File: src/lsm_pkg.sv
`default_nettype none
package lsm_pkg;
    // ------------------------------------------------------------
    // register offsets
    // ------------------------------------------------------------
    localparam logic [2:0] OFS_DATA = 3'h0;
    localparam logic [2:0] OFS_IRQ_EN = 3'h1;
    localparam logic [2:0] OFS_FIFO = 3'h2;
    localparam logic [2:0] OFS_LINE_CTRL = 3'h3;
    localparam logic [2:0] OFS_MODEM_CTRL = 3'h4;
    localparam logic [2:0] OFS_LINE_STAT = 3'h5;
    localparam logic [2:0] OFS_MODEM_STAT = 3'h6;
    localparam logic [2:0] OFS_SCRATCH = 3'h7;
    // ------------------------------------------------------------
    // field positions
    // ------------------------------------------------------------
    localparam int LC_STOP = 2;
    localparam int LC_PAR_EN = 3;
    localparam int LC_PAR_EVEN = 4;
    localparam int LC_PAR_STICK = 5;
    localparam int LC_BREAK = 6;
    localparam int LC_DLAB = 7;
    localparam int FC_ENABLE = 0;
    localparam int FC_RX_RST = 1;
    localparam int FC_TX_RST = 2;
    localparam int MC_DTR = 0;
    localparam int MC_RTS = 1;
    localparam int MC_RI = 2;
    localparam int MC_IRQ_EN = 3;
    localparam int MC_LOOP = 4;
    localparam int IE_RX = 0;
    localparam int IE_TX = 1;
    localparam int IE_LS = 2;
    localparam int IE_MS = 3;
    // ------------------------------------------------------------
    // sizes, interrupt codes, timing
    // ------------------------------------------------------------
    localparam int FIFO_DEPTH = 16;
    localparam logic [4:0] CAP_FIFO = 5'h10;
    localparam logic [4:0] CAP_LEGACY = 5'h01;
    localparam logic [3:0] OVS_LAST = 4'hf;
    localparam logic [3:0] OVS_MID = 4'h7;
    localparam logic [4:0] STOP1_LAST = 5'h0f;
    localparam logic [4:0] STOP15_LAST = 5'h17;
    localparam logic [4:0] STOP2_LAST = 5'h1f;
    localparam logic [3:0] LEN_MIN = 4'h5;
    localparam logic [2:0] IID_LS = 3'h3;
    localparam logic [2:0] IID_RX = 3'h2;
    localparam logic [2:0] IID_TX = 3'h1;
    localparam logic [2:0] IID_MS = 3'h0;
    // ------------------------------------------------------------
    // types
    // ------------------------------------------------------------
    typedef enum logic [2:0] {RX_IDLE, RX_START, RX_DATA, RX_PARITY, RX_STOP, RX_HOLD} lsm_rx_st_t;
    typedef enum logic [2:0] {TX_IDLE, TX_START, TX_DATA, TX_PARITY, TX_STOP} lsm_tx_st_t;
    typedef struct packed {
        logic brk;
        logic fe;
        logic pe;
        logic [7:0] data;
    } lsm_rx_ent_t;
    typedef struct packed {
        logic [2:0] addr;
        logic [7:0] wdata;
        logic wr;
        logic rd;
    } lsm_bus_req_t;
    // active-low modem inputs, ordered as the status nibble
    typedef struct packed {
        logic dcd_n;
        logic ri_n;
        logic dsr_n;
        logic cts_n;
    } lsm_modem_in_t;
endpackage : lsm_pkg
`default_nettype wire

File: src/lsm_uart.sv
// The implementer's own choice: the address-and-strobe port.
`default_nettype none
module lsm_uart
    import lsm_pkg::*;
(
    // clock and reset
    input wire logic i_clk_sys,
    input wire logic i_rst_n,
    // register port
    input wire lsm_bus_req_t i_req,
    output logic [7:0] o_rdata,
    // serial line and modem pins
    input wire logic i_rx,
    output logic o_tx,
    input wire lsm_modem_in_t i_modem_n,
    output logic o_rts_n,
    output logic o_dtr_n,
    // interrupt
    output logic o_irq
);
    // ------------------------------------------------------------
    // state
    // ------------------------------------------------------------
    typedef struct packed {
        logic [7:0] div_lo;
        logic [7:0] div_hi;
        logic [3:0] irq_en;
        logic fifo_en;
        logic [7:0] line_ctrl;
        logic [4:0] modem_ctrl;
        logic [7:0] scratch;
        logic [2:0] rx_sync;
        logic rx_line;
        logic [3:0] m_sync0;
        logic [3:0] m_sync1;
        logic [3:0] m_sync2;
        logic [3:0] m_pin;
        logic [3:0] m_stat;
        logic [3:0] m_delta;
        logic [15:0] baud_cnt;
        lsm_rx_st_t rx_st;
        logic [3:0] rx_cnt;
        logic [2:0] rx_bit;
        logic [7:0] rx_shift;
        logic rx_pe;
        logic rx_zero;
        lsm_tx_st_t tx_st;
        logic [4:0] tx_cnt;
        logic [2:0] tx_bit;
        logic [7:0] tx_shift;
        logic tx_par;
        logic tx_line;
        logic [FIFO_DEPTH-1:0][10:0] rx_mem;
        logic [3:0] rx_wp;
        logic [3:0] rx_rp;
        logic [4:0] rx_count;
        logic [4:0] rx_errs;
        logic [FIFO_DEPTH-1:0][7:0] tx_mem;
        logic [3:0] tx_wp;
        logic [3:0] tx_rp;
        logic [4:0] tx_count;
        logic overrun;
        logic [2:0] head_err;
        logic fifo_err;
        logic thre;
        logic temt;
        logic [7:0] rdata;
        logic tx_pin;
        logic irq;
        logic [1:0] mdm_out_n;
    } lsm_state_t;

    lsm_state_t q, d;

    // ------------------------------------------------------------
    // helpers
    // ------------------------------------------------------------
    function automatic logic [2:0] last_bit(input logic [7:0] lc);
        return {1'b0, lc[1:0]} + 3'h4;
    endfunction : last_bit

    function automatic logic [7:0] len_mask(input logic [7:0] lc);
        return 8'hff >> (2'h3 - lc[1:0]);
    endfunction : len_mask

    function automatic logic par_bit(input logic [7:0] data, input logic [7:0] lc);
        logic ones;
        ones = ^(data & len_mask(lc));
        if (lc[LC_PAR_STICK]) begin
            return ~lc[LC_PAR_EVEN];
        end
        return lc[LC_PAR_EVEN] ? ones : ~ones;
    endfunction : par_bit

    function automatic logic [4:0] stop_last(input logic [7:0] lc);
        if (!lc[LC_STOP]) begin
            return STOP1_LAST;
        end
        return (lc[1:0] == 2'h0) ? STOP15_LAST : STOP2_LAST;
    endfunction : stop_last

    logic wr, rd, dlab, tick, rx_in, rx_done, tx_pop, tx_push, lsr_rd;
    logic rx_push, rx_pop, rx_rst, tx_rst, pending;
    logic [15:0] divisor;
    logic [4:0] cap;
    logic [3:0] m_now;
    logic [2:0] head_set, iid;
    logic [7:0] rx_data, lsr_val;
    lsm_rx_ent_t rx_ent, next_head;

    // ------------------------------------------------------------
    // next state
    // ------------------------------------------------------------
    always_comb begin
        d = q;
        wr = i_req.wr;
        rd = i_req.rd;
        dlab = q.line_ctrl[LC_DLAB];
        rx_done = 1'b0;
        tx_pop = 1'b0;
        tx_push = 1'b0;
        rx_push = 1'b0;
        rx_rst = 1'b0;
        tx_rst = 1'b0;
        head_set = 3'h0;
        rx_data = 8'h00;
        rx_ent = '0;
        next_head = '0;
        cap = q.fifo_en ? CAP_FIFO : CAP_LEGACY;
        d.rdata = 8'h00;

        // pin synchronisers: a change counts once stages two and three agree
        d.rx_sync = {q.rx_sync[1:0], i_rx};
        if (q.rx_sync[1] == q.rx_sync[2]) begin
            d.rx_line = q.rx_sync[2];
        end
        d.m_sync0 = i_modem_n;
        d.m_sync1 = q.m_sync0;
        d.m_sync2 = q.m_sync1;
        for (int i = 0; i < 4; i++) begin
            if (q.m_sync1[i] == q.m_sync2[i]) begin
                d.m_pin[i] = q.m_sync2[i];
            end
        end
        m_now = q.modem_ctrl[MC_LOOP]
              ? {q.modem_ctrl[MC_IRQ_EN], q.modem_ctrl[MC_RI],
                 q.modem_ctrl[MC_DTR], q.modem_ctrl[MC_RTS]}
              : ~q.m_pin;
        d.m_stat = m_now;

        // 16x baud tick; a zero divisor behaves as one
        divisor = {q.div_hi, q.div_lo};
        tick = (q.baud_cnt == 16'h0000);
        if (tick) begin
            d.baud_cnt = (divisor == 16'h0000) ? 16'h0000 : 16'(divisor - 16'h0001);
        end else begin
            d.baud_cnt = 16'(q.baud_cnt - 16'h0001);
        end

        // ------------------------------------------------------------
        // receiver
        // ------------------------------------------------------------
        rx_in = q.modem_ctrl[MC_LOOP] ? q.tx_line : q.rx_line;
        if (tick) begin
            d.rx_cnt = 4'(q.rx_cnt + 4'h1);
            case (q.rx_st)
                RX_IDLE: begin
                    d.rx_cnt = 4'h0;
                    if (!rx_in) begin
                        d.rx_st = RX_START;
                    end
                end
                RX_START: begin
                    if (q.rx_cnt == OVS_MID) begin
                        d.rx_cnt = 4'h0;
                        d.rx_bit = 3'h0;
                        d.rx_zero = 1'b1;
                        d.rx_st = rx_in ? RX_IDLE : RX_DATA;
                    end
                end
                RX_DATA: begin
                    if (q.rx_cnt == OVS_LAST) begin
                        d.rx_shift = {rx_in, q.rx_shift[7:1]};
                        d.rx_zero = q.rx_zero & ~rx_in;
                        d.rx_bit = 3'(q.rx_bit + 3'h1);
                        if (q.rx_bit == last_bit(q.line_ctrl)) begin
                            d.rx_st = q.line_ctrl[LC_PAR_EN] ? RX_PARITY : RX_STOP;
                        end
                    end
                end
                RX_PARITY: begin
                    if (q.rx_cnt == OVS_LAST) begin
                        // rx_bit has already advanced past the last data bit here
                        rx_data = q.rx_shift >> (3'h7 - last_bit(q.line_ctrl));
                        d.rx_pe = (rx_in != par_bit(rx_data, q.line_ctrl));
                        d.rx_zero = q.rx_zero & ~rx_in;
                        d.rx_st = RX_STOP;
                    end
                end
                RX_STOP: begin
                    if (q.rx_cnt == OVS_LAST) begin
                        rx_done = 1'b1;
                        d.rx_st = rx_in ? RX_IDLE : RX_HOLD;
                    end
                end
                RX_HOLD: begin
                    // a held-low line must rise before another start is taken
                    d.rx_cnt = 4'h0;
                    if (rx_in) begin
                        d.rx_st = RX_IDLE;
                    end
                end
                default: d.rx_st = RX_IDLE;
            endcase
        end
        if (rx_done) begin
            rx_ent.data = (q.rx_shift >> (3'h7 - last_bit(q.line_ctrl)));
            rx_ent.pe = q.line_ctrl[LC_PAR_EN] & q.rx_pe;
            rx_ent.fe = ~rx_in;
            rx_ent.brk = q.rx_zero & ~rx_in;
        end
        if (!rx_done) begin
            d.rx_pe = q.rx_st == RX_IDLE ? 1'b0 : d.rx_pe;
        end

        // ------------------------------------------------------------
        // transmitter
        // ------------------------------------------------------------
        if (tick) begin
            d.tx_cnt = 5'(q.tx_cnt + 5'h01);
            case (q.tx_st)
                TX_IDLE: begin
                    d.tx_cnt = 5'h00;
                    if (q.tx_count != 5'h00) begin
                        tx_pop = 1'b1;
                        d.tx_shift = q.tx_mem[q.tx_rp];
                        d.tx_par = par_bit(q.tx_mem[q.tx_rp], q.line_ctrl);
                        d.tx_line = 1'b0;
                        d.tx_st = TX_START;
                    end
                end
                TX_START: begin
                    if (q.tx_cnt[3:0] == OVS_LAST) begin
                        d.tx_cnt = 5'h00;
                        d.tx_bit = 3'h0;
                        d.tx_line = q.tx_shift[0];
                        d.tx_st = TX_DATA;
                    end
                end
                TX_DATA: begin
                    if (q.tx_cnt[3:0] == OVS_LAST) begin
                        d.tx_cnt = 5'h00;
                        d.tx_shift = {1'b0, q.tx_shift[7:1]};
                        d.tx_bit = 3'(q.tx_bit + 3'h1);
                        d.tx_line = q.tx_shift[1];
                        if (q.tx_bit == last_bit(q.line_ctrl)) begin
                            d.tx_line = q.line_ctrl[LC_PAR_EN] ? q.tx_par : 1'b1;
                            d.tx_st = q.line_ctrl[LC_PAR_EN] ? TX_PARITY : TX_STOP;
                        end
                    end
                end
                TX_PARITY: begin
                    if (q.tx_cnt[3:0] == OVS_LAST) begin
                        d.tx_cnt = 5'h00;
                        d.tx_line = 1'b1;
                        d.tx_st = TX_STOP;
                    end
                end
                TX_STOP: begin
                    if (q.tx_cnt == stop_last(q.line_ctrl)) begin
                        d.tx_st = TX_IDLE;
                    end
                end
                default: d.tx_st = TX_IDLE;
            endcase
        end
        d.tx_pin = q.modem_ctrl[MC_LOOP] ? 1'b1 : (q.tx_line & ~q.line_ctrl[LC_BREAK]);

        // ------------------------------------------------------------
        // register writes
        // ------------------------------------------------------------
        if (wr) begin
            case (i_req.addr)
                OFS_DATA: begin
                    if (dlab) begin
                        d.div_lo = i_req.wdata;
                    end else begin
                        tx_push = 1'b1;
                    end
                end
                OFS_IRQ_EN: begin
                    if (dlab) begin
                        d.div_hi = i_req.wdata;
                    end else begin
                        d.irq_en = i_req.wdata[3:0];
                    end
                end
                OFS_FIFO: begin
                    d.fifo_en = i_req.wdata[FC_ENABLE];
                    // switching mode flushes both queues
                    rx_rst = i_req.wdata[FC_RX_RST] | (i_req.wdata[FC_ENABLE] != q.fifo_en);
                    tx_rst = i_req.wdata[FC_TX_RST] | (i_req.wdata[FC_ENABLE] != q.fifo_en);
                end
                OFS_LINE_CTRL: d.line_ctrl = i_req.wdata;
                OFS_MODEM_CTRL: d.modem_ctrl = i_req.wdata[4:0];
                OFS_SCRATCH: d.scratch = i_req.wdata;
                default: d.scratch = q.scratch;
            endcase
        end
        // modem outputs park inactive in loopback
        d.mdm_out_n = ~({d.modem_ctrl[MC_RTS], d.modem_ctrl[MC_DTR]}
                      & {2{~d.modem_ctrl[MC_LOOP]}});

        // ------------------------------------------------------------
        // register reads and their side effects
        // ------------------------------------------------------------
        lsr_val = {q.fifo_err & q.fifo_en, q.temt, q.thre, q.head_err, q.overrun,
                   q.rx_count != 5'h00};
        pending = (q.irq_en[IE_LS] & (q.overrun | (|q.head_err)))
                | (q.irq_en[IE_RX] & (q.rx_count != 5'h00))
                | (q.irq_en[IE_TX] & q.thre)
                | (q.irq_en[IE_MS] & (|q.m_delta));
        if (q.irq_en[IE_LS] & (q.overrun | (|q.head_err))) begin
            iid = IID_LS;
        end else if (q.irq_en[IE_RX] & (q.rx_count != 5'h00)) begin
            iid = IID_RX;
        end else if (q.irq_en[IE_TX] & q.thre) begin
            iid = IID_TX;
        end else begin
            iid = IID_MS;
        end
        d.irq = q.modem_ctrl[MC_IRQ_EN] & pending;
        lsr_rd = rd && (i_req.addr == OFS_LINE_STAT);
        rx_pop = rd && (i_req.addr == OFS_DATA) && !dlab && (q.rx_count != 5'h00);
        if (rd) begin
            case (i_req.addr)
                OFS_DATA: d.rdata = dlab ? q.div_lo : q.rx_mem[q.rx_rp][7:0];
                OFS_IRQ_EN: d.rdata = dlab ? q.div_hi : {4'h0, q.irq_en};
                OFS_FIFO: d.rdata = {{2{q.fifo_en}}, 2'h0, iid, ~pending};
                OFS_LINE_CTRL: d.rdata = q.line_ctrl;
                OFS_MODEM_CTRL: d.rdata = {3'h0, q.modem_ctrl};
                OFS_LINE_STAT: d.rdata = lsr_val;
                OFS_MODEM_STAT: d.rdata = {q.m_stat, q.m_delta};
                default: d.rdata = q.scratch;
            endcase
        end
        // change flags: a new change beats the clearing read
        d.m_delta = ((rd && i_req.addr == OFS_MODEM_STAT) ? 4'h0 : q.m_delta)
                  | {q.m_stat[3] ^ m_now[3], q.m_stat[2] & ~m_now[2],
                     q.m_stat[1] ^ m_now[1], q.m_stat[0] ^ m_now[0]};

        // ------------------------------------------------------------
        // receive queue (depth one in legacy mode)
        // ------------------------------------------------------------
        if (rx_done) begin
            if ((q.rx_count < cap) || rx_pop) begin
                rx_push = 1'b1;
                d.rx_mem[q.rx_wp] = rx_ent;
                d.rx_wp = 4'(q.rx_wp + 4'h1);
            end else begin
                d.overrun = 1'b1;
                if (!q.fifo_en) begin
                    // legacy: the unread character is overwritten
                    d.rx_mem[q.rx_rp] = rx_ent;
                    head_set = {rx_ent.brk, rx_ent.fe, rx_ent.pe};
                end
            end
        end
        if (rx_pop) begin
            d.rx_rp = 4'(q.rx_rp + 4'h1);
            next_head = (q.rx_count > 5'h01) ? lsm_rx_ent_t'(q.rx_mem[4'(q.rx_rp + 4'h1)]) : rx_ent;
            if ((q.rx_count > 5'h01) || rx_push) begin
                head_set = {next_head.brk, next_head.fe, next_head.pe};
            end
        end else if (rx_push && (q.rx_count == 5'h00)) begin
            head_set = {rx_ent.brk, rx_ent.fe, rx_ent.pe};
        end
        d.rx_count = 5'(q.rx_count + {4'h0, rx_push} - {4'h0, rx_pop});
        d.rx_errs = 5'(q.rx_errs
                  + {4'h0, rx_push & (rx_ent.brk | rx_ent.fe | rx_ent.pe)}
                  - {4'h0, rx_pop & (|q.rx_mem[q.rx_rp][10:8])});
        if (rx_rst) begin
            d.rx_wp = 4'h0;
            d.rx_rp = 4'h0;
            d.rx_count = 5'h00;
            d.rx_errs = 5'h00;
        end

        // status flags: a setting event beats the clearing read
        d.overrun = (lsr_rd ? 1'b0 : q.overrun) | (rx_done & ~rx_push);
        d.head_err = (lsr_rd ? 3'h0 : q.head_err) | head_set;
        d.fifo_err = d.fifo_en & ((d.rx_errs != 5'h00)
                   | (q.fifo_err & ~lsr_rd));

        // ------------------------------------------------------------
        // transmit queue (depth one in legacy mode)
        // ------------------------------------------------------------
        if (tx_push && (q.tx_count < cap || tx_pop)) begin
            d.tx_mem[q.tx_wp] = i_req.wdata;
            d.tx_wp = 4'(q.tx_wp + 4'h1);
        end else begin
            tx_push = 1'b0;
        end
        if (tx_pop) begin
            d.tx_rp = 4'(q.tx_rp + 4'h1);
        end
        d.tx_count = 5'(q.tx_count + {4'h0, tx_push} - {4'h0, tx_pop});
        if (wr && i_req.addr == OFS_DATA && !dlab) begin
            d.thre = 1'b0;
        end else if (tx_pop && q.tx_count == 5'h01) begin
            d.thre = 1'b1;
        end
        if (tx_rst) begin
            d.tx_wp = 4'h0;
            d.tx_rp = 4'h0;
            d.tx_count = 5'h00;
            d.thre = 1'b1;
        end
        d.temt = (d.tx_count == 5'h00) && (d.tx_st == TX_IDLE);
    end

    // ------------------------------------------------------------
    // registers
    // ------------------------------------------------------------
    always_ff @(posedge i_clk_sys) begin
        if (!i_rst_n) begin
            q <= '0;
            q.rx_sync <= 3'h7;
            q.rx_line <= 1'b1;
            q.m_sync0 <= 4'hf;
            q.m_sync1 <= 4'hf;
            q.m_sync2 <= 4'hf;
            q.m_pin <= 4'hf;
            q.tx_line <= 1'b1;
            q.tx_pin <= 1'b1;
            q.thre <= 1'b1;
            q.temt <= 1'b1;
            q.mdm_out_n <= 2'h3;
        end else begin
            q <= d;
        end
    end

    assign o_rdata = q.rdata;
    assign o_tx = q.tx_pin;
    assign o_irq = q.irq;
    assign o_rts_n = q.mdm_out_n[1];
    assign o_dtr_n = q.mdm_out_n[0];
endmodule : lsm_uart
`default_nettype wire

File: config.mk
export PLATFORM = sky130hd
export DESIGN_NAME = lsm_uart
export DESIGN_NICKNAME = d
export VERILOG_FILES = /design/src/lsm_pkg.sv /design/src/lsm_uart.sv
export SDC_FILE = /design/constraint.sdc
export NUM_CORES = 1
export LEC_CHECK = 0
export ABC_AREA = 1
export BUFFER_PORTS_ARGS = -buffer_cell sky130_fd_sc_hd__buf_2
export CAP_MARGIN = 10
export CORE_ASPECT_RATIO = 1.2
export CORE_MARGIN = 4
export CORE_UTILIZATION = 27
export DETAILED_ROUTE_END_ITERATION = 10
export PLACE_DENSITY = 0.49
export SYNTH_ARGS = -nofsm -noshare
export SYNTH_HDL_FRONTEND = slang
export SYNTH_SLANG_ARGS = --single-unit
File: constraint.sdc
create_clock -name i_clk_sys -period 4.8 [get_ports i_clk_sys]
set_clock_uncertainty 0.2 [all_clocks]
set_input_delay 0.72 -clock i_clk_sys [delete_from_list [all_inputs] [get_ports i_clk_sys]]
set_output_delay 0.72 -clock i_clk_sys [all_outputs]
set_load 0.01 [all_outputs]
==> impl_metrics.env <==
export IMPL_insertion_delay_ns=0.63
export IMPL_dr_iter_0_viols=1594
export IMPL_die_h_um=329.2
export IMPL_final_antenna_net_count=0
export IMPL_post_synth_and_or_nand_nor_area_fraction=0.2052
export IMPL_synth_distinct_cells=57
export IMPL_postSynth_topFlopCell="dfxtp_1"
export IMPL_total_number_of_vias=21230
export IMPL_count_of_flip_flops_with_a_built_in_enable_after_synthesis=0
export IMPL_cpPeakStageDelay_ns=0.39
export IMPL_fin_crit_ns=3.956
export IMPL_critical_path_endpoint_category="register"
export IMPL_report_final_hold_viol_count=0
export IMPL_post_synth_mux_area_share=0
export IMPL_main_combinational_cell_family_by_area_after_synthesis="compound AO/OA/AOI/OAI gates"
export IMPL_timing_worst_setup_path_type="reg -> reg"
export IMPL_critical_path_startpoint_type="register"
export IMPL_worst_slew_pin_slew_ns=1.029
export IMPL_worst_ir_drop_vdd_mv=0.2746
export IMPL_layout_nets=3242
export IMPL_setup_viol=0
export IMPL_die_width_um=275.7
export IMPL_postCtsSetupRepairBufs=0
export IMPL_share_seq_of_total_power=0.394
export IMPL_syn_cell_area_mm2=0.02322
export IMPL_number_of_standard_cell_rows_in_the_floorplan=117
export IMPL_areaGrowthSynthToFinish_pct=12.85
export IMPL_routed_via_density=4.881
export IMPL_setup_tns_ns=0
export IMPL_fmaxAchievable_mhz=252.8
export IMPL_track_usage=0.1650
export IMPL_asyncSetResetFlopFracSynth=0
export IMPL_comb_power_share=0.184
export IMPL_numCtsBuffers=56
export IMPL_post_cts_resize_count=0
export IMPL_power_share_clock=0.422
export IMPL_hold_slack_ns=0.09414
export IMPL_p_per_area_mw_per_mm2=413.0
export IMPL_cts_root_buf="clkbuf_16"
export IMPL_cts_hold_buffers=0
export IMPL_longest_clk_path_bufs=3
export IMPL_drt_drc_violations_left=0
export IMPL_cp_top_family="simple AND/OR/NAND/NOR gates"
export IMPL_final_min_period_over_clock_period=0.8241
export IMPL_wl_per_cell_um=17.73
export IMPL_power_switching_mw=3.300
export IMPL_synth_net_count=3312
export IMPL_syn_area_cell_um2=7.154
export IMPL_post_dp_cell_area_mm2=0.02421
export IMPL_finalMaxSlewViolations=0
export IMPL_cts_max_level=2
export IMPL_drive_above_1_share=0.08012
export IMPL_path_max_fanout=4
export IMPL_grt_ovf=0
export IMPL_cap_viol_max_count=0
export IMPL_slew_headroom=0.3142
export IMPL_slowest_cell_on_the_critical_path="fa_1"
export IMPL_cts_num_sinks=481
export IMPL_core_occupancy_in_the_finished_layout=0.3080
export IMPL_clk_transition_reported_paths_ns=0.06
export IMPL_switching_share=0.3050
export IMPL_worstPathBufferInverterCount=3
export IMPL_grt_start_max_net_pins=86
export IMPL_place_congestion=0.8741
export IMPL_ys_seq_elements=481
export IMPL_cellInternalPower_mw=7.520
export IMPL_antennaDiodeCount=0
export IMPL_ys_warnings_count=0
export IMPL_dieArea_mm2=0.09076
export IMPL_worst_hold_path_type="in -> reg"
export IMPL_critPathArrivalTime_ns=4.26
export IMPL_router_iterations_before_antenna_repair=6
export IMPL_grt_pass1_wl_um=118600
export IMPL_cts_tree="done"
export IMPL_initial_utilization=0.2730
export IMPL_synth_xor_xnor_area_share=0.01773
export IMPL_antenna_found_initial=0
export IMPL_seq_area_frac_synth=0.4148
export IMPL_outcome="complete, no violations"
export IMPL_design_area_mm2=0.02620
export IMPL_detailedPlacementHpwl_um=51850
export IMPL_synthAdderAreaFrac=0.02630
export IMPL_buffer_ports_inserted=31
export IMPL_crit_path_cell_trace="inv_1 > ha_1 > nand2_2 > nor2_4 > nand4_4 > nor2_4 > nand2_2 > nor2_4 > nand3_2 > nor2_1 > nand2_1 > ha_1 > inv_1 > ha_1 > inv_1 > fa_1 > o21ai_0 > xor2_1 > nand3_1 > nor2_1 > nor2_1 > o21a_1"
export IMPL_p_leak_nw=9.875
export IMPL_grt_pass1_vias=19920
export IMPL_synth_cells=3245
export IMPL_ioPinCount=32
export IMPL_worst_endpoint_required_ns=5.11
export IMPL_postRouteWirelength_um=77140
export IMPL_final_fill_count=9305
export IMPL_fraction_of_the_mapped_netlist_area_in_compound_gates=0.2392
export IMPL_rsz0062_at_grt="false"
export IMPL_coreArea_mm2=0.08505
-- cells in the mapped netlist (3+ instances only) --
| master | n | area share |
|---|---|---|
| nor4_1 | 15 | 0.0040 |
| xor2_1 | 32 | 0.012 |
| nor3b_1 | 3 | 0.00097 |
| o21ai_1 | 3 | 0.00065 |
| nand3_1 | 139 | 0.030 |
| clkbuf_1 | 132 | 0.021 |
| nor2_1 | 337 | 0.054 |
| nor3_1 | 29 | 0.0063 |
| o211ai_1 | 25 | 0.0081 |
| fa_1 | 3 | 0.0026 |
| buf_2 | 32 | 0.0069 |
| o221ai_1 | 11 | 0.0041 |
| xnor2_1 | 15 | 0.0057 |
| ha_1 | 44 | 0.024 |
| nand4_1 | 23 | 0.0062 |
| o21a_1 | 4 | 0.0013 |
| nand2_1 | 489 | 0.079 |
| o2111ai_1 | 3 | 0.0011 |
| a211oi_1 | 62 | 0.020 |
| or2_2 | 26 | 0.0070 |
| a221oi_1 | 7 | 0.0026 |
| clkinv_1 | 11 | 0.0018 |
| nand2_2 | 6 | 0.0016 |
| a41oi_1 | 5 | 0.0019 |
| buf_1 | 11 | 0.0018 |
| o22ai_1 | 31 | 0.0084 |
| a21oi_1 | 377 | 0.081 |
| a32oi_1 | 3 | 0.0011 |
| dfxtp_1 | 481 | 0.41 |
| a31oi_1 | 15 | 0.0040 |
| nor2_4 | 9 | 0.0044 |
| nand2_4 | 3 | 0.0015 |
| nor2_2 | 12 | 0.0032 |
| o21ai_0 | 445 | 0.096 |
| o31ai_1 | 4 | 0.0013 |
| buf_6 | 6 | 0.0029 |
| buf_4 | 20 | 0.0065 |
| inv_2 | 8 | 0.0013 |
| a211oi_2 | 5 | 0.0027 |
| inv_1 | 335 | 0.054 |
-- power by group through the flow --
stage          Clock [mW]  Combinational (mW)  Sequential, mW
3_5_place_dp            0                2.01            4.35
4_1_cts              4.67                2.02            4.26
2_1_floorplan           0                1.51            4.30
3_3_place_gp            0                2.01            4.35
5_1_grt              4.83                2.26            4.28
6_report             4.56                1.99            4.26
-- sequential cells by signal, summed over array words and instances, names as in the netlist --
register / flops
divisor: 16
o_rdata: 8
o_tx: 1
dlab: 1
o_rts_n: 1
o_dtr_n: 1
lsr_val: 6
q: 436
o_irq: 1
d: 10
-- routing by layer --
layer | wire, um | global-route usage
met1 | 34520 | 0.2145
met2 | 37300 | 0.2868
met3 | 3190 | 0.01894
met4 | 2126 | 0.04944
met5 | 0 | 0
-- stage by stage --
| step | cells | total power [mW] | setup WS, ns |
|---|---|---|---|
| after floorplan | 3245 | 5.805 | 0.8712 |
| after CTS | 4350 | 10.95 | 0.8122 |
| after global placement | 4247 | 6.365 | 0.5546 |
| after global routing | 4350 | 11.36 | 0.4942 |
| final | 4350 | 10.82 | 0.8442 |
| after detailed placement | 4247 | 6.358 | 0.5151 |
-- layout make-up --
| class | count | area [um2] | share of cell area |
|---|---|---|---|
| clock inverter | 17 | 227.7 | 0.008692 |
| tap | 1130 | 1414 | 0.05397 |
| timing repair buffer | 74 | 484.2 | 0.01848 |
| clock buffer | 86 | 1765 | 0.06739 |
| multi-input combinational | 2208 | 11340 | 0.4330 |
| inverter | 354 | 1331 | 0.05081 |
| sequential | 481 | 9633 | 0.3677 |
-- worst paths after layout --
path | cells after the start | slack (ns) | startpoint | end
max reg2reg | 22 | 0.84 | q[395] | q[14]
min reg2reg | 1 | 0.22 | d[429] | d[425]
min | 2 | 0.09 | i_modem_n[2] | d[429]
max | 22 | 0.84 | q[395] | q[14]
-- worst reg2reg max path: cells and delay by family (launching register included) --
family | cells | cell delay, ns
AOI/OAI and AO/OA | 2 | 0.38
DFF | 1 | 0.29
xor gates and xnor gates | 1 | 0.21
buffers and inverters | 3 | 0.19
adders and majority gates | 4 | 1.04
and+or+nand+nor | 12 | 1.57
-- cells by family (layout without fill, tap and decap cells) --
logic type	after synthesis	count (layout)
fa+ha+maj	47	47
simple gates	1102	1102
compound gates	1012	1012
xor+xnor	47	47
flops	481	481
buf+inv	556	531
-- cells in the final DEF, fill, tap and decap left out, types with 26 or more instances in the layout --
| cell | Yosys | layout |
|---|---|---|
| ha_1 | 44 | 44 |
| a21oi_1 | 377 | 377 |
| o21ai_0 | 445 | 445 |
| nand2_1 | 489 | 489 |
| xor2_1 | 32 | 32 |
| dfxtp_1 | 481 | 478 |
| nor2_1 | 337 | 337 |
| nor3_1 | 29 | 28 |
| nand3_1 | 139 | 139 |
| o22ai_1 | 31 | 31 |
| buf_4 | 20 | 43 |
| a211oi_1 | 62 | 62 |
| buf_2 | 32 | 30 |
| clkbuf_16 | 0 | 57 |
| inv_1 | 335 | 333 |
| or2_2 | 26 | 26 |
(Power assumes the default switching activity.)
